**src/ced_pkg.sv**
```systemverilog
/*
  package for the crc error detect readout block: widths, reset values, divider
  limits, the core_clk-domain error-check states and the carrier structs.
  assumes nothing beyond a systemverilog compiler.
*/
package ced_pkg;

  // ----------------------------------------
  // widths and reset values
  // ----------------------------------------
  localparam int CED_CRC_W = 32;
  localparam logic [31:0] CED_SHIFT_RST = 32'h0000_0000;
  localparam logic [31:0] CED_PRECOMP_RST = 32'h0000_0000;
  localparam logic [31:0] CED_SIG_RST = 32'h0000_0000;

  // ----------------------------------------
  // error-check clock divider
  // ----------------------------------------
  localparam int CED_DIV_MIN = 1;
  localparam int CED_DIV_MAX = 256;
  localparam int CED_DIV_W = 9;
  localparam logic [8:0] CED_DIV_RST = 9'h001;

  // ----------------------------------------
  // readout fifo
  // ----------------------------------------
  localparam int CED_FIFO_DEPTH = 4;

  // ----------------------------------------
  // error-check states
  // ----------------------------------------
  typedef enum logic [1:0] {
    CED_IDLE = 2'b00,
    CED_COMPARE = 2'b01,
    CED_ERROR = 2'b11
  } ced_state_t;

  // ----------------------------------------
  // carriers
  // ----------------------------------------
  typedef struct packed {
    logic shift_not_load;
    logic load_source_select;
  } ced_ctrl_t;

  typedef struct packed {
    logic [31:0] precomputed;
    logic [31:0] computed;
  } ced_crc_pair_t;

endpackage

```
**src/ced_fifo.sv**
```systemverilog
/*
  small synchronous fifo with parameter width and depth, valid/ready both sides.
  assumes a single clock and an active-low asynchronous reset.
*/
`timescale 1ns/100ps
module ced_fifo import ced_pkg::*; #(
  parameter int WIDTH = 32,
  parameter int DEPTH = CED_FIFO_DEPTH
) (
  input wire logic core_clk,
  input wire logic nrst,
  input wire logic [WIDTH-1:0] in_data,
  input wire logic in_valid,
  output logic in_ready,
  output logic [WIDTH-1:0] out_data,
  output logic out_valid,
  input wire logic out_ready
);

  localparam int AW = (DEPTH > 1) ? $clog2(DEPTH) : 1;

  logic [WIDTH-1:0] mem [DEPTH];
  logic [AW-1:0] wr_ptr;
  logic [AW-1:0] rd_ptr;
  logic [AW:0] count;
  wire push = in_valid && in_ready;
  wire pop = out_valid && out_ready;
  wire [AW-1:0] last_ptr = AW'(DEPTH - 1);

  assign in_ready = (count != (AW+1)'(DEPTH));
  assign out_valid = (count != '0);
  assign out_data = mem[rd_ptr];

  // ----------------------------------------
  // storage and pointers
  // ----------------------------------------
  always_ff @(posedge core_clk) begin
    if (push) begin
      mem[wr_ptr] <= in_data;
    end
  end

  always_ff @(posedge core_clk or negedge nrst) begin
    if (!nrst) begin
      wr_ptr <= '0;
      rd_ptr <= '0;
      count <= '0;
    end else begin
      if (push) begin
        wr_ptr <= (wr_ptr == last_ptr) ? '0 : wr_ptr + 1'b1;
      end
      if (pop) begin
        rd_ptr <= (rd_ptr == last_ptr) ? '0 : rd_ptr + 1'b1;
      end
      count <= count + (AW+1)'(push) - (AW+1)'(pop);
    end
  end

endmodule

```
**src/ced_readout.sv**
```systemverilog
/*
  crc error detect readout port: a 32-bit shift register that parallel loads
  the precomputed crc or the computed signature and shifts it out inverted,
  plus a mismatch flag timed by a divided oscillator tick.
  assumes a 10 mhz core_clk; the oscillator arrives as a one-cycle enable
  pulse already in this domain, and computed crc words arrive through a fifo.
*/
`timescale 1ns/100ps
module ced_readout import ced_pkg::*; #(
  parameter int CRC_W = CED_CRC_W,
  parameter int DEPTH = CED_FIFO_DEPTH
) (
  input wire logic core_clk,
  input wire logic nrst,
  input wire logic shift_not_load,
  input wire logic load_source_select,
  output logic serial_readout,
  input wire logic osc_tick,
  input wire logic [8:0] osc_divisor,
  input wire logic [CRC_W-1:0] precomputed_crc,
  input wire logic [CRC_W-1:0] crc_word,
  input wire logic crc_word_valid,
  output logic crc_word_ready,
  output logic crc_mismatch_flag,
  output logic bidirectional_pin_out,
  output logic bidirectional_pin_oe_n
);

  // ----------------------------------------
  // pin synchronisers
  // ----------------------------------------
  ced_ctrl_t ctrl_meta;
  ced_ctrl_t ctrl;
  always_ff @(posedge core_clk or negedge nrst) begin
    if (!nrst) begin
      ctrl_meta <= '0;
      ctrl <= '0;
    end else begin
      ctrl_meta <= '{shift_not_load, load_source_select};
      ctrl <= ctrl_meta;
    end
  end

  // ----------------------------------------
  // computed crc words through the fifo
  // ----------------------------------------
  logic [CRC_W-1:0] fifo_data;
  logic fifo_valid;
  logic err_tick;
  ced_fifo #(
    .WIDTH(CRC_W),
    .DEPTH(DEPTH)
  ) ced_fifo_inst (
    .core_clk(core_clk),
    .nrst(nrst),
    .in_data(crc_word),
    .in_valid(crc_word_valid),
    .in_ready(crc_word_ready),
    .out_data(fifo_data),
    .out_valid(fifo_valid),
    .out_ready(err_tick)
  );

  // ----------------------------------------
  // error-check clock divider
  // ----------------------------------------
  logic [8:0] div_cnt;
  wire [8:0] div_lim = (osc_divisor == 9'h000) ? CED_DIV_RST :
    ((osc_divisor > 9'(CED_DIV_MAX)) ? 9'(CED_DIV_MAX) : osc_divisor);
  wire div_wrap = osc_tick && (div_cnt + 9'h001 >= div_lim);
  always_ff @(posedge core_clk or negedge nrst) begin
    if (!nrst) begin
      div_cnt <= '0;
      err_tick <= 1'b0;
    end else begin
      err_tick <= div_wrap;
      if (div_wrap) begin
        div_cnt <= '0;
      end else if (osc_tick) begin
        div_cnt <= div_cnt + 9'h001;
      end
    end
  end

  // ----------------------------------------
  // signature register and mismatch check
  // ----------------------------------------
  ced_crc_pair_t crc;
  ced_state_t state;
  ced_state_t next_state;
  wire take = err_tick && fifo_valid;
  wire differs = (fifo_data != precomputed_crc);
  always_comb begin
    next_state = state;
    case (state)
      CED_IDLE: begin
        if (take) begin
          next_state = CED_COMPARE;
        end
      end
      CED_COMPARE: begin
        if (crc.computed != crc.precomputed) begin
          next_state = CED_ERROR;
        end else begin
          next_state = CED_IDLE;
        end
      end
      CED_ERROR: begin
        if (take && !differs) begin
          next_state = CED_IDLE;
        end
      end
      default: begin
        next_state = CED_IDLE;
      end
    endcase
  end

  always_ff @(posedge core_clk or negedge nrst) begin
    if (!nrst) begin
      crc <= '{CED_PRECOMP_RST, CED_SIG_RST};
      state <= CED_IDLE;
      crc_mismatch_flag <= 1'b0;
    end else begin
      state <= next_state;
      if (take) begin
        crc <= '{precomputed_crc, fifo_data};
      end
      if (err_tick || state == CED_COMPARE) begin
        crc_mismatch_flag <= (next_state == CED_ERROR);
      end
    end
  end

  assign bidirectional_pin_out = crc_mismatch_flag;
  assign bidirectional_pin_oe_n = 1'b0;

  // ----------------------------------------
  // readout shift register
  // ----------------------------------------
  logic [CRC_W-1:0] shreg;
  wire [CRC_W-1:0] load_val = ctrl.load_source_select ? crc.computed : precomputed_crc;
  wire [CRC_W-1:0] next_shreg = ctrl.shift_not_load ?
    {shreg[CRC_W-2:0], 1'b0} : load_val;
  always_ff @(posedge core_clk or negedge nrst) begin
    if (!nrst) begin
      shreg <= CED_SHIFT_RST;
    end else begin
      shreg <= next_shreg;
    end
  end

  assign serial_readout = ~shreg[CRC_W-1];

endmodule

```
**config.mk**
```make
export PLATFORM = sky130hd
export DESIGN_NAME = ced_readout
export DESIGN_NICKNAME = d
export VERILOG_FILES = /design/src/ced_pkg.sv /design/src/ced_fifo.sv /design/src/ced_readout.sv
export SDC_FILE = /design/constraint.sdc
export NUM_CORES = 1
export LEC_CHECK = 0
export BUFFER_PORTS_ARGS = -buffer_cell sky130_fd_sc_hd__buf_2
export CAP_MARGIN = 20
export CORE_MARGIN = 4
export CORE_UTILIZATION = 40
export DETAILED_ROUTE_END_ITERATION = 12
export GPL_ROUTABILITY_DRIVEN = 0
export SETUP_SLACK_MARGIN = 0.4
export SLEW_MARGIN = 20
export SYNTH_ARGS = -nofsm -noshare
export SYNTH_HDL_FRONTEND = slang
export SYNTH_SLANG_ARGS = --single-unit
```
**constraint.sdc**
```tcl
create_clock -name core_clk -period 7.43 [get_ports core_clk]
set_input_delay 1.8575 -clock core_clk [delete_from_list [all_inputs] [get_ports core_clk]]
set_output_delay 1.8575 -clock core_clk [all_outputs]
set_load 0.03 [all_outputs]
```
Word-level counts from Yosys, hierarchy flattened
Memory sizes are Yosys's and may differ from the RTL's.
Index checks and enable logic that the tools add are counted.
- register bits after elaboration: 120
- memory bits (writable): 128
- input bits: 79
- output and inout bits: 5
- logic and storage cells: 55
- memories: 1
- memory list (memory ; depth ; width ; read ports ; clocked after Yosys merged registers in ; wr ports ; line ; text):
    ced_fifo_inst.mem ; 4 ; 32 ; 1 ; 0 ; 1 ; ced_fifo.sv:22 ; logic [WIDTH-1:0] mem [DEPTH];
- add/subtract/negate cells: 5
- magnitude comparators: 2
- equal/unequal tests: 8
- multiplexer cells: 14
- bitwise logic cells: 1
- reductions and logical operators: 10
- operator list (kind ; count):
    $mux 32 ; 2
    $ne 32x32->1 ; 2
    $mux 9 ; 4
    $mux 2 ; 5
    $add 9x1->9 const B ; 1
    $ge 9x9->1 ; 1
    $gt 9x9->1 const B ; 1
    $logic_not 9->1 ; 1
    $eq 2x2->1 const B ; 4
    $pmux 2 s3 ; 1
    $add 2x1->2 const B ; 2
    $logic_and 1x1->1 ; 4
    $add 3x1->3 ; 1
    $ne 3x3->1 const B ; 1
    $reduce_bool 3->1 ; 1
    $sub 3x1->3 ; 1
    $eq 2x1->1 const B ; 1
    $logic_not 2->1 ; 1
    $mux 1 ; 2
    $reduce_bool 2->1 ; 1
    $logic_not 1->1 ; 1
    $logic_or 1x1->1 ; 1
    $not 1->1 ; 1

Logic depth before layout (Yosys ltp)
An unclocked memory read counts as a cell.
- word-level depth: 7
- mapped depth: 10
- gate-level depth less buffers: 10

Modules after synthesis
A second synthesis with hierarchy kept.
- cells, all modules: 685
- area, all modules: 10745.3 sq um
- modules (own cells, without submodules) (module ; times used ; cells an instance ; area an instance (sq um) ; sequential area each (sq um)):
    ced_readout ; 1 ; 474 ; 5572.8 ; 2827.7
    ced_fifo ; 1 ; 211 ; 5172.5 ; 4018.9

Worst setup path after synthesis
Ideal clock, no wire load.
- path kind: input port to flip-flop
- start point: in osc_divisor[4]
- end point: reg err_tick
- setup time: 119 ps
- data arrival time: 3522 ps
- data required time: 7311 ps
- slack: 3789 ps
- stages: 10
- cells stage by stage: nor4_1 a21oi_1 nor2_1 ha_1 nand2b_1 a21o_1 a21o_1 a21oi_1 o21ai_1 o21a_1
- longest elaborated chain between the ends: 5
- elaborated cells on any way between the ends: 6
- those cells by class: 2 x order compare; 2 x mux; 2 x reduce/logical
- RTL lines (what ; line ; text):
    start: declaration ; ced_readout.sv:19 ; input wire logic [8:0] osc_divisor,
    $gt 9x9->1 ; ced_readout.sv:69 ; ((osc_divisor > 9'(CED_DIV_MAX)) ? 9'(CED_DIV_MAX) : osc_divisor);
    $mux 9 ; ced_readout.sv:69 ;
    $mux 9 * ; ced_readout.sv:68 ; wire [8:0] div_lim = (osc_divisor == 9'h000) ? CED_DIV_RST :
    $ge 9x9->1 * ; ced_readout.sv:70 ; wire div_wrap = osc_tick && (div_cnt + 9'h001 >= div_lim);
    $logic_and 1x1->1 * ; ced_readout.sv:70 ;
    via div_wrap ; ced_readout.sv:70 ;
    end signal: assignment ; ced_readout.sv:76 ; err_tick <= div_wrap;
    end: declaration ; ced_readout.sv:49 ; logic err_tick;
The timed path passes the listed nets; every way through them passes the cells marked *.
A chain may end at the register's enable or synchronous reset.

Worst setup path after layout
Same ends and word-level chain as after synthesis.

==> impl_results.md <==
- Clock Path Buffers: 3
- Hold buffers post-CTS: 0
- Worst-margin pin slew: 0.930 ns
- Startpoint class of the critical path: input port
- Synth Flop Type: edfxtp_1
- Leak pwr: ~5 nW
- Synth Area per Inst: around 14 um^2
- Fill cells: about 2400
- Power Total: around 0.0049 W
- CP max stage delay: between 0.3 and 0.4 ns
- Mapped Cells: 782
- Final Net Count: about 960
- DRT Pass-1 Iters: 5
- Number of synthesized flops with an enable pin: approximately 130
- Final worst slack: just under 4 ns
- Final Hold Viols: 0
- Post-CTS Setup Bufs: 0
- CP required: ~7.9 ns
- Avg WL per Cell: about 20 um
- Crit-path cells: buf_2 > nor4_1 > a21oi_1 > nor2_1 > ha_1 > nand2b_1 > a21o_1 > a21o_1 > a21oi_1 > o21ai_1 > o21a_1
- Top post-synthesis cells by area: edfxtp_1 (35%), dfrtp_1 (27%), mux2i_1 (5.7%)
- CTS root buffer: clkbuf_16
- Die Wd: 174 um
- Peak VDD IR: 176 uV
- Setup_tns: 0 ns
- Rows: 60
- # H-tree levels: 1
- Sequential area share after synthesis: 0.623
- Post-synth top cells: edfxtp_1 (128), dfrtp_1 (120), nand2_1 (84)
- CTS buffer count: 27
- Arrival time of the worst setup path: ~4 ns
- I/O Buffers: 82
- Drt total wl: 24.0 mm
- DRC violations left: 0
- CTS tree: built
- Slowest cell on the critical path: nor4_1
- Final Max Tran Viols: 0
- Distinct cells, synth: just under 60
- Cts repair resizes: 0
- Starting Density: 0.407
- Vias in the first global route: 6566
- Flops & latches, synth: 248
- Cell Area, Synth: between 10000 and 15000 um^2
- Asr flop ratio synth: 0.484
- Power Density: ~390 nW/um^2
- # IOs: 84
- Largest net degree at the start of global routing: between 70 and 80
- Status: complete, no violations
- Worst min-delay path class: flop to flop
- Die Area: ~30000 um^2
- Max-Cap Viols: 0
- Clk_skew: roughly 0.0095 ns
- Grt total ovfl: 0
- Core Area: around 27000 um^2
- Vias: 6359
- Worst Setup End Kind: flop
- Most frequent cell after synthesis: edfxtp_1
- DR vias/cell: 5.18
- Dpl cell area: around 12000 um^2
- Worst slack, placed: 3.33 ns
- Setup Viol. Count Final: 0
- CP top delay family: compound AO/OA/AOI/OAI gates
- Clock-pin slew on the worst setup and hold paths: approximately 0.060 ns
- Post-route ant nets: 0
- Finished Cell Area: between 10000 and 15000 um^2
- 1st-iter DRT viols: between 400 and 500
- Period utilisation layout: 0.481
- Worst skew pair latency: 0.54 ns
- Mapped Nets: just under 900
- Crit path kind: input port to flop
- Hold Slack: between 0.3 and 0.4 ns
- Layout cells sized above 1: 0.232
- RSZ-0062 raised after global routing: no
- CTS Sinks: 248
- Global-route usage over all layers: 0.157
- Initial antenna violation count: 5
- Worst-path fanout max: 7
- # diodes: 0
- Fin crit period: about 3.6 ns
- DP HPWL: ~16 mm
- First-pass GRT wire length: approximately 38 mm
- Area Growth Syn to Fin: 14.6%
- Max-Slew Margin vs Limit: 0.380
- Area leader, netlist: edfxtp_1
- Die H: roughly 170 um
- Crit path buf inv count: 1
- Synth top area share: 0.350
- Yosys synthesis warning count: 0
- Peak Freq: 280 MHz
per-layer routing:
| metal | vias up | track usage | part of all wire |
|---|---|---|---|
| li1 | 3039 | - | - |
| met3 | 43 | 0.0288 | 0.044 |
| met4 | 10 | 0.0370 | 0.020 |
| met1 | 3153 | 0.225 | 0.48 |
| met2 | 114 | 0.251 | 0.46 |
| met5 | - | 0 | 0.0020 |
cells by family (layout without fill, tap and decap cells):
| logic type | count (synthesis) | count (layout) | synth area share |
|---|---|---|---|
| flops | 248 | 248 | 0.623 |
| compound gates | 99 | 99 | 0.0565 |
| buf+inv | 60 | 165 | 0.0254 |
| other cells | 1 | 1 | 0.000341 |
| mux | 136 | 136 | 0.155 |
| fa+ha+maj | 18 | 18 | 0.0212 |
| simple gates | 155 | 155 | 0.0671 |
| xor+xnor | 65 | 65 | 0.0518 |
stage by stage:
stage,std cells,utilization
2_1_floorplan,782,-
3_3_place_gp,1178,0.434
3_5_place_dp,1178,0.434
4_1_cts,1228,0.466
5_1_grt,1228,0.466
6_report,1228,0.466
cells in the final DEF, fill, tap and decap left out, types with 3 or more instances in the layout:
master / instances
clkinvlp_4: 3
buf_2: 81
a21oi_1: 6
clkbuf_16: 27
inv_1: 22
clkinv_1: 10
edfxtp_1: 128
dfrtp_2: 4
mux2_2: 53
nand2_1: 84
nor2_1: 9
nor4_1: 13
nand3_1: 11
o22ai_1: 12
and3_1: 5
dfrtp_1: 116
mux4_1: 8
mux4_2: 11
o21ai_0: 51
buf_4: 10
a21o_1: 4
o211ai_1: 4
xnor2_1: 21
ha_1: 17
xor2_1: 44
nand4_1: 7
clkinv_2: 4
nor3_1: 8
mux2i_1: 63
nand2b_1: 4
power breakdown:
group          leakage [nW]  switching (W)  internal (W)
Clock                 0.421       0.000543      0.000758
Combinational          1.98       0.000795      0.000669
Sequential             2.62       0.000251       0.00186
Total                  5.02        0.00159       0.00329
area by class of cell:
type / count / area (um^2) / area share
clock buffers: 31 / 711 / 0.0564
repair buffers: 91 / 480 / 0.0381
well taps: 341 / 427 / 0.0339
clock inverters: 19 / 161 / 0.0128
multi-input cells: 474 / 3880 / 0.308
inverters: 24 / 90.1 / 0.00715
flip-flops and latches: 248 / 6850 / 0.544
registers in the layout (all words and copies together), names as in the netlist:
signal,cells
bidirectional_pin_out,1
ced_fifo_inst.count,3
ced_fifo_inst.mem,128
ced_fifo_inst.rd_ptr,2
ced_fifo_inst.wr_ptr,2
crc,64
ctrl,2
ctrl_meta,2
div_cnt,9
err_tick,1
shreg,32
state,2
worst paths after layout:
path	slack, ns	from	cells past startpoint	end
max reg2reg	4.24	ced_fifo_inst.rd_ptr[1]$_DFFE_PN0P_	7	bidirectional_pin_out$_DFFE_PN0P_
max in group asynchronous	4.65	nrst	2	ced_fifo_inst.rd_ptr[0]$_DFFE_PN0P_
min reg2reg	0.36	ctrl_meta[1]$_DFF_PN0_	0	ctrl[1]$_DFF_PN0_
min in group asynchronous	1.37	nrst	1	crc[29]$_DFFE_PN0P_
max	3.86	osc_divisor[4]	11	err_tick$_DFF_PN0_
min	0.36	ctrl_meta[1]$_DFF_PN0_	0	ctrl[1]$_DFF_PN0_
Note: power is estimated with default switching activity, not from simulation.
